<file path="config.mk">
export PLATFORM = sky130hd
export DESIGN_NAME = mpba_top
export DESIGN_NICKNAME = d
export VERILOG_FILES = /design/src/include/mpba_pkg.sv /design/src/verilog/mpba_top.sv /design/src/verilog/mpba_tick_gen.sv
export SDC_FILE = /design/constraint.sdc
export NUM_CORES = 1
export LEC_CHECK = 0
export BUFFER_PORTS_ARGS = -buffer_cell sky130_fd_sc_hd__buf_2
export CAP_MARGIN = 20
export CELL_PAD_IN_SITES_DETAIL_PLACEMENT = 0
export CELL_PAD_IN_SITES_GLOBAL_PLACEMENT = 1
export CORE_ASPECT_RATIO = 2
export CORE_MARGIN = 3
export CORE_UTILIZATION = 42
export CTS_BUF_LIST = sky130_fd_sc_hd__clkbuf_16
export DETAILED_ROUTE_END_ITERATION = 8
export PLACE_DENSITY_LB_ADDON = 0.25
export RECOVER_POWER = 100
export SLEW_MARGIN = 10
export SYNTH_ARGS = -nofsm -noshare
export SYNTH_HDL_FRONTEND = slang
export SYNTH_SLANG_ARGS = --single-unit
</file>
<file path="constraint.sdc">
create_clock -name clk_i -period 2.9 [get_ports clk_i]
set_input_delay 0.58 -clock clk_i [delete_from_list [all_inputs] [get_ports clk_i]]
set_output_delay 0.58 -clock clk_i [all_outputs]
set_load 0.01 [all_outputs]
</file>
<file path="src/include/mpba_pkg.sv">
package mpba_pkg;
	localparam int unsigned CLK_HZ = 200_000_000;
	localparam int unsigned MINUTE_S = 60;
	localparam longint unsigned MINUTE_CYC = 64'(MINUTE_S) * 64'(CLK_HZ);
	localparam int unsigned SLOW_HZ = 100;
	localparam int unsigned FAST_HZ = 1000;
	localparam int unsigned SLOW_HALF_CYC = CLK_HZ / (2 * SLOW_HZ);
	localparam int unsigned FAST_HALF_CYC = CLK_HZ / (2 * FAST_HZ);
	localparam int MIN_W = 34;
	localparam int SLOW_W = 20;
	localparam int FAST_W = 17;
	localparam int NCH = 6;
	localparam int RES_W = 12;
	localparam int THR_LSB = 4;
	localparam int ADR_W = 8;
	localparam logic [5:0] IDX_CTRL_HI = 6'h0D;
	localparam logic [5:0] IDX_CTRL_LO = 6'h0E;
	localparam logic [5:0] IDX_OV = 6'h0F;
	localparam logic [5:0] IDX_UV = 6'h10;
	localparam logic [5:0] IDX_OT = 6'h11;
	localparam logic [5:0] IDX_UT = 6'h12;
	localparam logic [5:0] IDX_ALERT = 6'h13;
	localparam logic [5:0] IDX_BAL = 6'h14;
	localparam logic [5:0] IDX_CBT0 = 6'h15;
	localparam logic [5:0] IDX_PDT = 6'h1B;
	localparam logic [5:0] IDX_STAT = 6'h1D;
	localparam logic [5:0] IDX_VFLT = 6'h1E;
	localparam logic [5:0] IDX_TFLT = 6'h1F;
	localparam logic [7:0] RST_BYTE = 8'h00;
	localparam int CTRL_SWPD_BIT = 0;
	localparam logic [4:0] CBT_MAX = 5'h1E;
	localparam logic [1:0] AM_NONE = 2'h0;
	localparam logic [1:0] AM_STATIC = 2'h1;
	localparam logic [1:0] AM_SQUARE = 2'h2;
	localparam logic [1:0] AM_PASS = 2'h3;
	localparam logic [1:0] AR_SLOW = 2'h0;
	localparam logic [1:0] AR_FAST = 2'h1;
	localparam logic [1:0] EX_NONE = 2'h0;
	localparam logic [1:0] EX_ONE = 2'h1;
	localparam logic [1:0] EX_TWO = 2'h2;
	localparam int VX_A = 4;
	localparam int VX_B = 3;
	localparam int TX_A = 4;
	localparam int TX_B = 2;
	typedef enum logic [1:0] {PS_RUN, PS_DELAY, PS_SOFT, PS_FULL} mpba_pstate_t;
endpackage

</file>
<file path="src/verilog/mpba_top.sv">
`timescale 1ns/100ps
`default_nettype none
module mpba_top
	import mpba_pkg::*;
#(
	parameter logic [mpba_pkg::MIN_W-1:0] MINUTE_CYCLES = mpba_pkg::MIN_W'(mpba_pkg::MINUTE_CYC),
	parameter logic [mpba_pkg::SLOW_W-1:0] SLOW_HALF = mpba_pkg::SLOW_W'(mpba_pkg::SLOW_HALF_CYC),
	parameter logic [mpba_pkg::FAST_W-1:0] FAST_HALF = mpba_pkg::FAST_W'(mpba_pkg::FAST_HALF_CYC)
) (
	input wire logic clk_i,
	input wire logic rst_i,
	input wire logic ce_i,
	input wire logic wb_cyc_i,
	input wire logic wb_stb_i,
	input wire logic wb_we_i,
	input wire logic [mpba_pkg::ADR_W-1:0] wb_adr_i,
	input wire logic [3:0] wb_sel_i,
	input wire logic [31:0] wb_dat_i,
	output logic [31:0] wb_dat_o,
	output logic wb_ack_o,
	input wire logic shutdown_pin_n_i,
	input wire logic alert_in_i,
	input wire logic res_valid_i,
	input wire logic res_temp_i,
	input wire logic [2:0] res_chan_i,
	input wire logic [mpba_pkg::RES_W-1:0] res_data_i,
	output logic [mpba_pkg::NCH-1:0] balance_drive_o,
	output logic alert_o,
	output logic pd_full_o,
	output logic pd_soft_o
);
	import mpba_pkg::*;

	logic pin_s1_q, pin_s2_q, pin_s3_q;
	logic ain_s1_q, ain_s2_q;
	logic ack_q;
	logic [31:0] dat_q;
	logic [7:0] rdata;
	logic [7:0] ctrl_hi_q, ctrl_lo_q, ov_q, uv_q, ot_q, ut_q, alcfg_q, shutdown_delay_timer_q;
	mpba_pstate_t state_q;
	logic [4:0] dly_cnt_q;
	logic dly_hw_q;
	logic pd_full_q, pd_soft_q, alert_q;
	logic sq_slow_q, sq_fast_q;
	logic min_tick, slow_tick, fast_tick;
	logic [7:0] cbt_q [NCH];
	logic [4:0] bcnt_q [NCH];
	logic bal_q [NCH];
	logic vflt_q [NCH];
	logic tflt_q [NCH];
	logic [NCH-1:0] vflt, tflt, vinc, tinc, bal_vec;
	logic [5:0] idx;
	logic [7:0] wdat;
	logic wr_commit, cfg_wr, wr_ctrl_hi, running;
	logic pin_fall, pin_rise, hw_req, sw_req, sw_wake, pd_req;
	logic dly_done, pd_enter, enter_full, fault_any;
	logic [4:0] pdt_min;
	logic [1:0] am_mode, am_rate, vex, tex;
	logic [RES_W-THR_LSB-1:0] res_hi;

	// Pin synchronisers; stage one feeds only stage two
	always_ff @(posedge clk_i) begin
		if (rst_i) begin
			pin_s1_q <= 1'b1;
			pin_s2_q <= 1'b1;
			pin_s3_q <= 1'b1;
			ain_s1_q <= 1'b0;
			ain_s2_q <= 1'b0;
		end else if (ce_i) begin
			pin_s1_q <= shutdown_pin_n_i;
			pin_s2_q <= pin_s1_q;
			pin_s3_q <= pin_s2_q;
			ain_s1_q <= alert_in_i;
			ain_s2_q <= ain_s1_q;
		end
	end

	assign pin_fall = pin_s3_q & ~pin_s2_q;
	assign pin_rise = ~pin_s3_q & pin_s2_q;

	// Wishbone slave: ack one cycle after strobe, write lands on the ack edge
	assign idx = wb_adr_i[ADR_W-1:2];
	assign wdat = wb_dat_i[7:0];
	assign wr_commit = wb_cyc_i & wb_stb_i & wb_we_i & ack_q & wb_sel_i[0];
	assign running = (state_q == PS_RUN) || (state_q == PS_DELAY);
	assign cfg_wr = wr_commit & running;
	assign wr_ctrl_hi = wr_commit && (idx == IDX_CTRL_HI) && (state_q != PS_FULL);

	always_ff @(posedge clk_i) begin
		if (rst_i) begin
			ack_q <= 1'b0;
			dat_q <= 32'h0000_0000;
		end else if (ce_i) begin
			ack_q <= wb_cyc_i & wb_stb_i & ~ack_q;
			if (wb_cyc_i & wb_stb_i & ~ack_q) begin
				dat_q <= {24'h00_0000, rdata};
			end
		end
	end

	always_comb begin
		rdata = RST_BYTE;
		case (idx)
			IDX_CTRL_HI: rdata = ctrl_hi_q;
			IDX_CTRL_LO: rdata = ctrl_lo_q;
			IDX_OV: rdata = ov_q;
			IDX_UV: rdata = uv_q;
			IDX_OT: rdata = ot_q;
			IDX_UT: rdata = ut_q;
			IDX_ALERT: rdata = alcfg_q;
			IDX_BAL: rdata = {2'h0, bal_vec};
			IDX_PDT: rdata = shutdown_delay_timer_q;
			IDX_STAT: rdata = {dly_cnt_q, state_q == PS_DELAY, pd_soft_q, pd_full_q};
			IDX_VFLT: rdata = {2'h0, vflt};
			IDX_TFLT: rdata = {2'h0, tflt};
			default: begin
				if (idx >= IDX_CBT0 && idx < IDX_CBT0 + 6'(NCH)) begin
					rdata = cbt_q[3'(idx - IDX_CBT0)];
				end
			end
		endcase
	end

	// Configuration registers; only the high control byte is writable in soft power-down
	always_ff @(posedge clk_i) begin
		if (rst_i) begin
			ctrl_hi_q <= RST_BYTE;
			ctrl_lo_q <= RST_BYTE;
			ov_q <= RST_BYTE;
			uv_q <= RST_BYTE;
			ot_q <= RST_BYTE;
			ut_q <= RST_BYTE;
			alcfg_q <= RST_BYTE;
			shutdown_delay_timer_q <= RST_BYTE;
		end else if (ce_i) begin
			if (wr_ctrl_hi) begin
				ctrl_hi_q <= wdat;
			end
			if (cfg_wr) begin
				unique case (idx)
					IDX_CTRL_LO: ctrl_lo_q <= wdat;
					IDX_OV: ov_q <= wdat;
					IDX_UV: uv_q <= wdat;
					IDX_OT: ot_q <= wdat;
					IDX_UT: ut_q <= wdat;
					IDX_ALERT: alcfg_q <= wdat;
					IDX_PDT: shutdown_delay_timer_q <= wdat;
					default: ;
				endcase
			end
		end
	end

	// Power-down requests and shutdown delay
	assign pdt_min = shutdown_delay_timer_q[4:0];
	assign hw_req = pin_fall && (state_q != PS_FULL);
	assign sw_req = wr_ctrl_hi && wdat[CTRL_SWPD_BIT] && running;
	assign sw_wake = wr_ctrl_hi && !wdat[CTRL_SWPD_BIT] && (state_q == PS_SOFT);
	assign pd_req = hw_req | sw_req;
	assign dly_done = (state_q == PS_DELAY) && min_tick && (dly_cnt_q == 5'h01) && !pd_req;
	assign pd_enter = (pd_req && (pdt_min == 5'h00)) || dly_done;
	assign enter_full = dly_done ? dly_hw_q : hw_req;

	always_ff @(posedge clk_i) begin
		if (rst_i) begin
			state_q <= PS_RUN;
			dly_cnt_q <= 5'h00;
			dly_hw_q <= 1'b0;
		end else if (ce_i) begin
			unique case (state_q)
				PS_RUN, PS_DELAY, PS_SOFT: begin
					if (pd_req && pdt_min == 5'h00) begin
						state_q <= enter_full ? PS_FULL : PS_SOFT;
					end else if (pd_req) begin
						state_q <= PS_DELAY;
						dly_cnt_q <= pdt_min;
						dly_hw_q <= hw_req | ((state_q == PS_DELAY) & dly_hw_q);
					end else if (sw_wake) begin
						state_q <= PS_RUN;
					end else if (state_q == PS_DELAY && min_tick) begin
						if (dly_cnt_q == 5'h01) begin
							state_q <= enter_full ? PS_FULL : PS_SOFT;
						end
						dly_cnt_q <= dly_cnt_q - 5'h01;
					end
				end
				PS_FULL: begin
					if (pin_rise) begin
						state_q <= PS_RUN;
					end
				end
			endcase
		end
	end

	always_ff @(posedge clk_i) begin
		if (rst_i) begin
			pd_full_q <= 1'b0;
			pd_soft_q <= 1'b0;
		end else if (ce_i) begin
			pd_full_q <= state_q == PS_FULL;
			pd_soft_q <= state_q == PS_SOFT;
		end
	end

	// Timebases: minute tick and the two square-wave half periods
	mpba_tick_gen #(.W(MIN_W), .DIV(MINUTE_CYCLES)) u_min (
		.clk_i(clk_i),
		.rst_i(rst_i),
		.ce_i(ce_i),
		.tick_o(min_tick)
	);
	mpba_tick_gen #(.W(SLOW_W), .DIV(SLOW_HALF)) u_slow (
		.clk_i(clk_i),
		.rst_i(rst_i),
		.ce_i(ce_i),
		.tick_o(slow_tick)
	);
	mpba_tick_gen #(.W(FAST_W), .DIV(FAST_HALF)) u_fast (
		.clk_i(clk_i),
		.rst_i(rst_i),
		.ce_i(ce_i),
		.tick_o(fast_tick)
	);

	// Alert configuration decode
	assign am_mode = alcfg_q[7:6];
	assign am_rate = alcfg_q[5:4];
	assign vex = alcfg_q[3:2];
	assign tex = alcfg_q[1:0];
	assign res_hi = res_data_i[RES_W-1:THR_LSB];

	// Per-channel balance drive, on-time timer and fault flags
	for (genvar i = 0; i < NCH; i++) begin : g_ch
		logic [4:0] lim;
		logic bal_wr, res_hit;
		assign lim = (cbt_q[i][4:0] > CBT_MAX) ? CBT_MAX : cbt_q[i][4:0];
		assign bal_wr = cfg_wr && (idx == IDX_BAL);
		assign res_hit = res_valid_i && running && (res_chan_i == 3'(i));
		assign vinc[i] = !((vex == EX_ONE || vex == EX_TWO) && i == VX_A) &&
			!(vex == EX_TWO && i == VX_B);
		assign tinc[i] = !((tex == EX_ONE || tex == EX_TWO) && i == TX_A) &&
			!(tex == EX_TWO && i == TX_B);
		assign vflt[i] = vflt_q[i];
		assign tflt[i] = tflt_q[i];
		assign bal_vec[i] = bal_q[i];
		assign balance_drive_o[i] = bal_q[i];

		always_ff @(posedge clk_i) begin
			if (rst_i) begin
				cbt_q[i] <= RST_BYTE;
			end else if (ce_i && cfg_wr && idx == IDX_CBT0 + 6'(i)) begin
				cbt_q[i] <= wdat;
			end
		end

		// A zero on-time leaves the output on until cleared
		always_ff @(posedge clk_i) begin
			if (rst_i) begin
				bal_q[i] <= 1'b0;
				bcnt_q[i] <= 5'h00;
			end else if (ce_i) begin
				if (pd_enter) begin
					bal_q[i] <= 1'b0;
				end else if (bal_wr) begin
					bal_q[i] <= wdat[i];
					bcnt_q[i] <= lim;
				end else if (min_tick && bal_q[i] && bcnt_q[i] != 5'h00) begin
					if (bcnt_q[i] == 5'h01) begin
						bal_q[i] <= 1'b0;
					end
					bcnt_q[i] <= bcnt_q[i] - 5'h01;
				end
			end
		end

		always_ff @(posedge clk_i) begin
			if (rst_i) begin
				vflt_q[i] <= 1'b0;
				tflt_q[i] <= 1'b0;
			end else if (ce_i) begin
				if (pd_enter) begin
					vflt_q[i] <= 1'b0;
					tflt_q[i] <= 1'b0;
				end else if (res_hit && !res_temp_i) begin
					vflt_q[i] <= (res_hi > ov_q) || (res_hi < uv_q);
				end else if (res_hit && res_temp_i) begin
					tflt_q[i] <= (res_hi > ot_q) || (res_hi < ut_q);
				end
			end
		end
	end

	assign fault_any = |(vflt & vinc) || |(tflt & tinc);

	// Square waves and alert output
	always_ff @(posedge clk_i) begin
		if (rst_i) begin
			sq_slow_q <= 1'b0;
			sq_fast_q <= 1'b0;
		end else if (ce_i) begin
			if (slow_tick) begin
				sq_slow_q <= ~sq_slow_q;
			end
			if (fast_tick) begin
				sq_fast_q <= ~sq_fast_q;
			end
		end
	end

	always_ff @(posedge clk_i) begin
		if (rst_i) begin
			alert_q <= 1'b0;
		end else if (ce_i) begin
			if (state_q == PS_FULL) begin
				alert_q <= 1'b0;
			end else begin
				unique case (am_mode)
					AM_NONE: alert_q <= 1'b0;
					AM_STATIC: alert_q <= !fault_any;
					AM_SQUARE: begin
						if (am_rate == AR_SLOW) begin
							alert_q <= sq_slow_q & !fault_any;
						end else if (am_rate == AR_FAST) begin
							alert_q <= sq_fast_q & !fault_any;
						end else begin
							alert_q <= 1'b0;
						end
					end
					AM_PASS: alert_q <= ain_s2_q & !fault_any;
				endcase
			end
		end
	end

	assign wb_ack_o = ack_q;
	assign wb_dat_o = dat_q;
	assign alert_o = alert_q;
	assign pd_full_o = pd_full_q;
	assign pd_soft_o = pd_soft_q;
endmodule
`default_nettype wire

</file>
<file path="src/verilog/mpba_tick_gen.sv">
`timescale 1ns/100ps
`default_nettype none
module mpba_tick_gen #(
	parameter int W = 8,
	parameter logic [W-1:0] DIV = 8'hFF
) (
	input wire logic clk_i,
	input wire logic rst_i,
	input wire logic ce_i,
	output logic tick_o
);
	logic [W-1:0] cnt_q;
	logic tick_q;

	// One-cycle tick every DIV enabled cycles
	always_ff @(posedge clk_i) begin
		if (rst_i) begin
			cnt_q <= '0;
			tick_q <= 1'b0;
		end else if (ce_i) begin
			if (cnt_q == DIV - W'(1)) begin
				cnt_q <= '0;
				tick_q <= 1'b1;
			end else begin
				cnt_q <= cnt_q + W'(1);
				tick_q <= 1'b0;
			end
		end
	end

	assign tick_o = tick_q;
endmodule
`default_nettype wire

</file>
==> insert_results.sql <==
INSERT INTO impl_metrics (metric_group, metric, value, unit) VALUES
('detailed_routing', 'wire_per_inst', '19.97', 'um'),
('final_layout', 'finalCoreUtilization', '48.73', '%'),
('clock_tree', 'number_of_gates_given_a_new_drive_strength_after_cts', '0', ''),
('clock_tree', 'clk_path_buf_depth', '3', ''),
('final_layout', 'finish.net_count', '1700', ''),
('placement', 'port_buffers', '53', ''),
('global_route', 'number_of_antenna_violations_at_the_first_check_in_global_routing', '2', ''),
('sta', 'finalClockSkew', '19.38', 'ps'),
('synth', 'synth.ff_latch_count', '261', ''),
('detailed_routing', 'via_per_inst', '5.524', ''),
('flow_run', 'max_cap_viol_count', '0', ''),
('worst_setup_path', 'cp_data_required_time', '3300', 'ps'),
('synth', 'yosysUniqueCellTypes', '74', ''),
('final_layout', 'layout.filler_cells', '3173', ''),
('detailed_routing', 'post-route-drc-count', '0', ''),
('sta', 'finalHoldViolations', '0', ''),
('global_route', 'first_pass_grt_wire_length', '62740', 'um'),
('synth', 'summed_instance_area_of_the_synthesized_netlist', '13610', 'um^2'),
('detailed_routing', 'dr.first_iter.drc_count', '650', ''),
('sta', 'fmax', '370.1', 'MHz'),
('floorplanning', 'floorplan.die.height', '260.5', 'um'),
('clock_tree', 'tritoncts', 'done', ''),
('synth', 'netlist.top_cell.by_area', 'sky130_fd_sc_hd__dfxtp_1', ''),
('detailed_routing', 'detailroute.via_count', '11160', ''),
('worst_setup_path', 'worst_ep_arrival_time', '3100', 'ps'),
('floorplanning', 'core-area', '31770', 'um^2'),
('floorplanning', 'initial_utilization', '42.82', '%'),
('global_route', 'globalRouteOverflowTotal', '0', ''),
('floorplanning', 'standard_cell_rows', '92', ''),
('worst_setup_path', 'path_max_fanout', '18', ''),
('clock_tree', 'number_of_h_tree_branching_levels', '1', ''),
('final_layout', 'final_common_cell', 'sky130_fd_sc_hd__nor2_1', ''),
('global_route', 'vias_in_the_first_global_route', '11360', ''),
('sta', 'worst_slack', '198.3', 'ps'),
('sta', 'final.min_clock_period', '2702', 'ps'),
('sta', 'slew_headroom', '36.60', '%'),
('final_layout', 'multi_input_combinational_cell_area', '6754', 'um^2'),
('clock_tree', 'clock-sinks', '261', ''),
('placement', 'place_congestion', '0.9299', ''),
('global_route', 'pin_count_of_the_biggest_net_entering_global_routing', '116', ''),
('worst_hold_path', 'worstHoldPathType', 'input pin to register', ''),
('worst_setup_path', 'worst_setup_path_start_kind', 'input pin', ''),
('final_layout', 'final_design_area_no_fill', '15480', 'um^2'),
('synth', 'yosys-top-cells-area', 'sky130_fd_sc_hd__dfxtp_1 24%, sky130_fd_sc_hd__edfxtp_1 21%, sky130_fd_sc_hd__ha_1 5.0%', ''),
('placement', 'place_area', '14800', 'um^2'),
('floorplanning', 'io_pins', '111', ''),
('sta', 'setup_repair_after_global_routing_missed_its_margin', 'no', ''),
('synth', 'synth.yosys.seq_area_share', '45.47', '%'),
('synth', 'synthArstFlopShare', '0', '%'),
('clock_tree', 'clkTransAtPathRegs', '60', 'ps'),
('final_layout', 'area.growth.synth_to_final', '13.79', '%'),
('final_layout', 'commonest_cells_after_routing_fill_and_taps_aside', '177 x sky130_fd_sc_hd__nor2_1, 165 x sky130_fd_sc_hd__dfxtp_1, 152 x sky130_fd_sc_hd__nand2_1, 96 x sky130_fd_sc_hd__edfxtp_1, 70 x sky130_fd_sc_hd__a21oi_1', ''),
('worst_setup_path', 'endpoint_kind_of_the_worst_setup_timing_path', 'register', ''),
('detailed_routing', 'firstDrtPassIters', '5', ''),
('detailed_routing', 'drtAntennaViolNets', '0', ''),
('clock_tree', 'ctsRootBufferMaster', 'sky130_fd_sc_hd__clkbuf_16', ''),
('sta', 'report.final.slew_viol_count', '0', ''),
('status', 'result_of_the_run', 'finished clean', ''),
('synth', 'synth-edff-count', '96', ''),
('power', 'peakVddDrop', '0.0004069', 'V'),
('sta', 'worst_pin_slew', '950.9', 'ps'),
('clock_tree', 'cts_hold_fix_bufs', '0', ''),
('detailed_routing', 'drt_wl_total', '40340', 'um'),
('floorplanning', 'die_width', '133.3', 'um'),
('clock_tree', 'cts_post_setup_buffers_inserted', '0', ''),
('sta', 'report.final.setup_viol', '0', ''),
('synth', 'share_of_the_synthesized_area_in_the_top_cell_type', '24.28', '%'),
('power', 'cellLeakagePower', '5.741', 'nW'),
('power', 'power_per_cell_area', '509.8', 'nW/um^2'),
('placement', 'dpl_wire_length', '30600', 'um'),
('synth', 'ys.flop_type', 'sky130_fd_sc_hd__dfxtp_1', '');
-- synth_stat cells (5+ instances only) --
cell type and n:
sky130_fd_sc_hd__inv_1 55, sky130_fd_sc_hd__and2_1 14, sky130_fd_sc_hd__mux4_2 8, sky130_fd_sc_hd__clkbuf_1 72, sky130_fd_sc_hd__buf_4 30, sky130_fd_sc_hd__xnor2_1 37
sky130_fd_sc_hd__ha_1 54, sky130_fd_sc_hd__and3_1 68, sky130_fd_sc_hd__a21o_1 11, sky130_fd_sc_hd__o21ai_0 18, sky130_fd_sc_hd__mux2i_1 56, sky130_fd_sc_hd__nor3b_1 7
sky130_fd_sc_hd__nor4_1 10, sky130_fd_sc_hd__a221oi_1 6, sky130_fd_sc_hd__o21ai_1 43, sky130_fd_sc_hd__nand3_1 56, sky130_fd_sc_hd__a21oi_1 70, sky130_fd_sc_hd__edfxtp_1 96
sky130_fd_sc_hd__nor2_1 177, sky130_fd_sc_hd__a22oi_1 20, sky130_fd_sc_hd__nor2b_1 12, sky130_fd_sc_hd__nand2_1 151, sky130_fd_sc_hd__buf_1 5, sky130_fd_sc_hd__xor2_1 44
sky130_fd_sc_hd__a211o_1 6, sky130_fd_sc_hd__dfxtp_1 165, sky130_fd_sc_hd__nor3_1 45, sky130_fd_sc_hd__nand4_1 37, sky130_fd_sc_hd__o211ai_1 8, sky130_fd_sc_hd__nand2b_1 11
sky130_fd_sc_hd__nor4b_1 6, sky130_fd_sc_hd__a222oi_1 7
-- layer usage --
metal / routed length [um] / GRT usage [%]
met1: 13680 / 22.17
met2: 22420 / 45.74
met3: 1481 / 2.643
met4: 2752 / 13.84
met5: 7 / 0
-- area by class of cell --
type | instances | share of cell area, %
Timing Repair Buffer | 153 | 6.255
Inverter | 55 | 1.333
Antenna cell | 1 | 0.01616
Clock inverter | 19 | 0.8728
Clock buffer | 28 | 4.526
Tap cell | 423 | 3.418
Sequential cell | 261 | 39.95
Multi-Input combinational cell | 1080 | 43.62
-- path summary, 6_finish.rpt --
check,slack [ps],cells after the start,startpoint,end
hold reg to reg,460,2,shutdown_delay_timer_q[6],shutdown_delay_timer_q[6]
setup reg to reg,210,7,wb_ack_o,tflt_q[5]
hold / removal,250,2,shutdown_pin_n_i,pin_s1_q
setup / recovery,200,9,wb_adr_i[2],wb_dat_o[3]
-- worst max-delay path: stages --
cell	delay, ps
sky130_fd_sc_hd__buf_2	100
sky130_fd_sc_hd__buf_4	310
sky130_fd_sc_hd__inv_1	140
sky130_fd_sc_hd__ha_1	250
sky130_fd_sc_hd__clkbuf_1	340
sky130_fd_sc_hd__a32o_1	380
sky130_fd_sc_hd__a2111oi_0	700
sky130_fd_sc_hd__buf_4	220
sky130_fd_sc_hd__a311oi_1	80
-- power breakdown --
part,total (mW),leakage (nW),switching [mW],internal (mW)
sequential,3.93,2.32,0.0650,3.86
combinational,0.604,2.99,0.391,0.213
clock,3.36,0.431,1.45,1.91
total,7.89,5.74,1.90,5.99
-- sequential cells by signal (all words and copies together) (netlist names), 2 cells and up --
signal and cells:
ov_q 8, ut_q 8, vflt_q 6, wb_dat_o 8
state_q 2, ctrl_lo_q 8, tflt_q 6, u_slow.cnt_q 20
alcfg_q 8, cbt_q 48, u_min.cnt_q 34, u_fast.cnt_q 17
ot_q 8, shutdown_delay_timer_q 8, uv_q 8, dly_cnt_q 5
bal_q 6, bcnt_q 30, ctrl_hi_q 8
-- metrics by stage --
stage | power (mW) | TNS (ps) | cells | hold WS [ps]
2_1_floorplan | 4.377 | 0 | 1507 | 431.4
3_3_place_gp | 4.614 | -8562 | 1972 | 443.4
3_5_place_dp | 4.624 | -11200 | 1972 | 447.2
4_1_cts | 7.985 | 0 | 2019 | 232.8
5_1_grt | 8.165 | 0 | 2019 | 245.6
6_report | 7.893 | 0 | 2020 | 247.8
-- cell families after synthesis --
logic type               synth area share [%]
adder cells (fa/ha/maj)                 4.966
XOR/XNOR                                5.214
AND/OR/NAND/NOR                         22.49
buffers and inverters                   5.490
AO/OA/AOI/OAI                           10.90
multiplexers                            5.444
other                                 0.02756
flip-flops                              45.47
No activity file was read; power rests on OpenSTA's default activity.
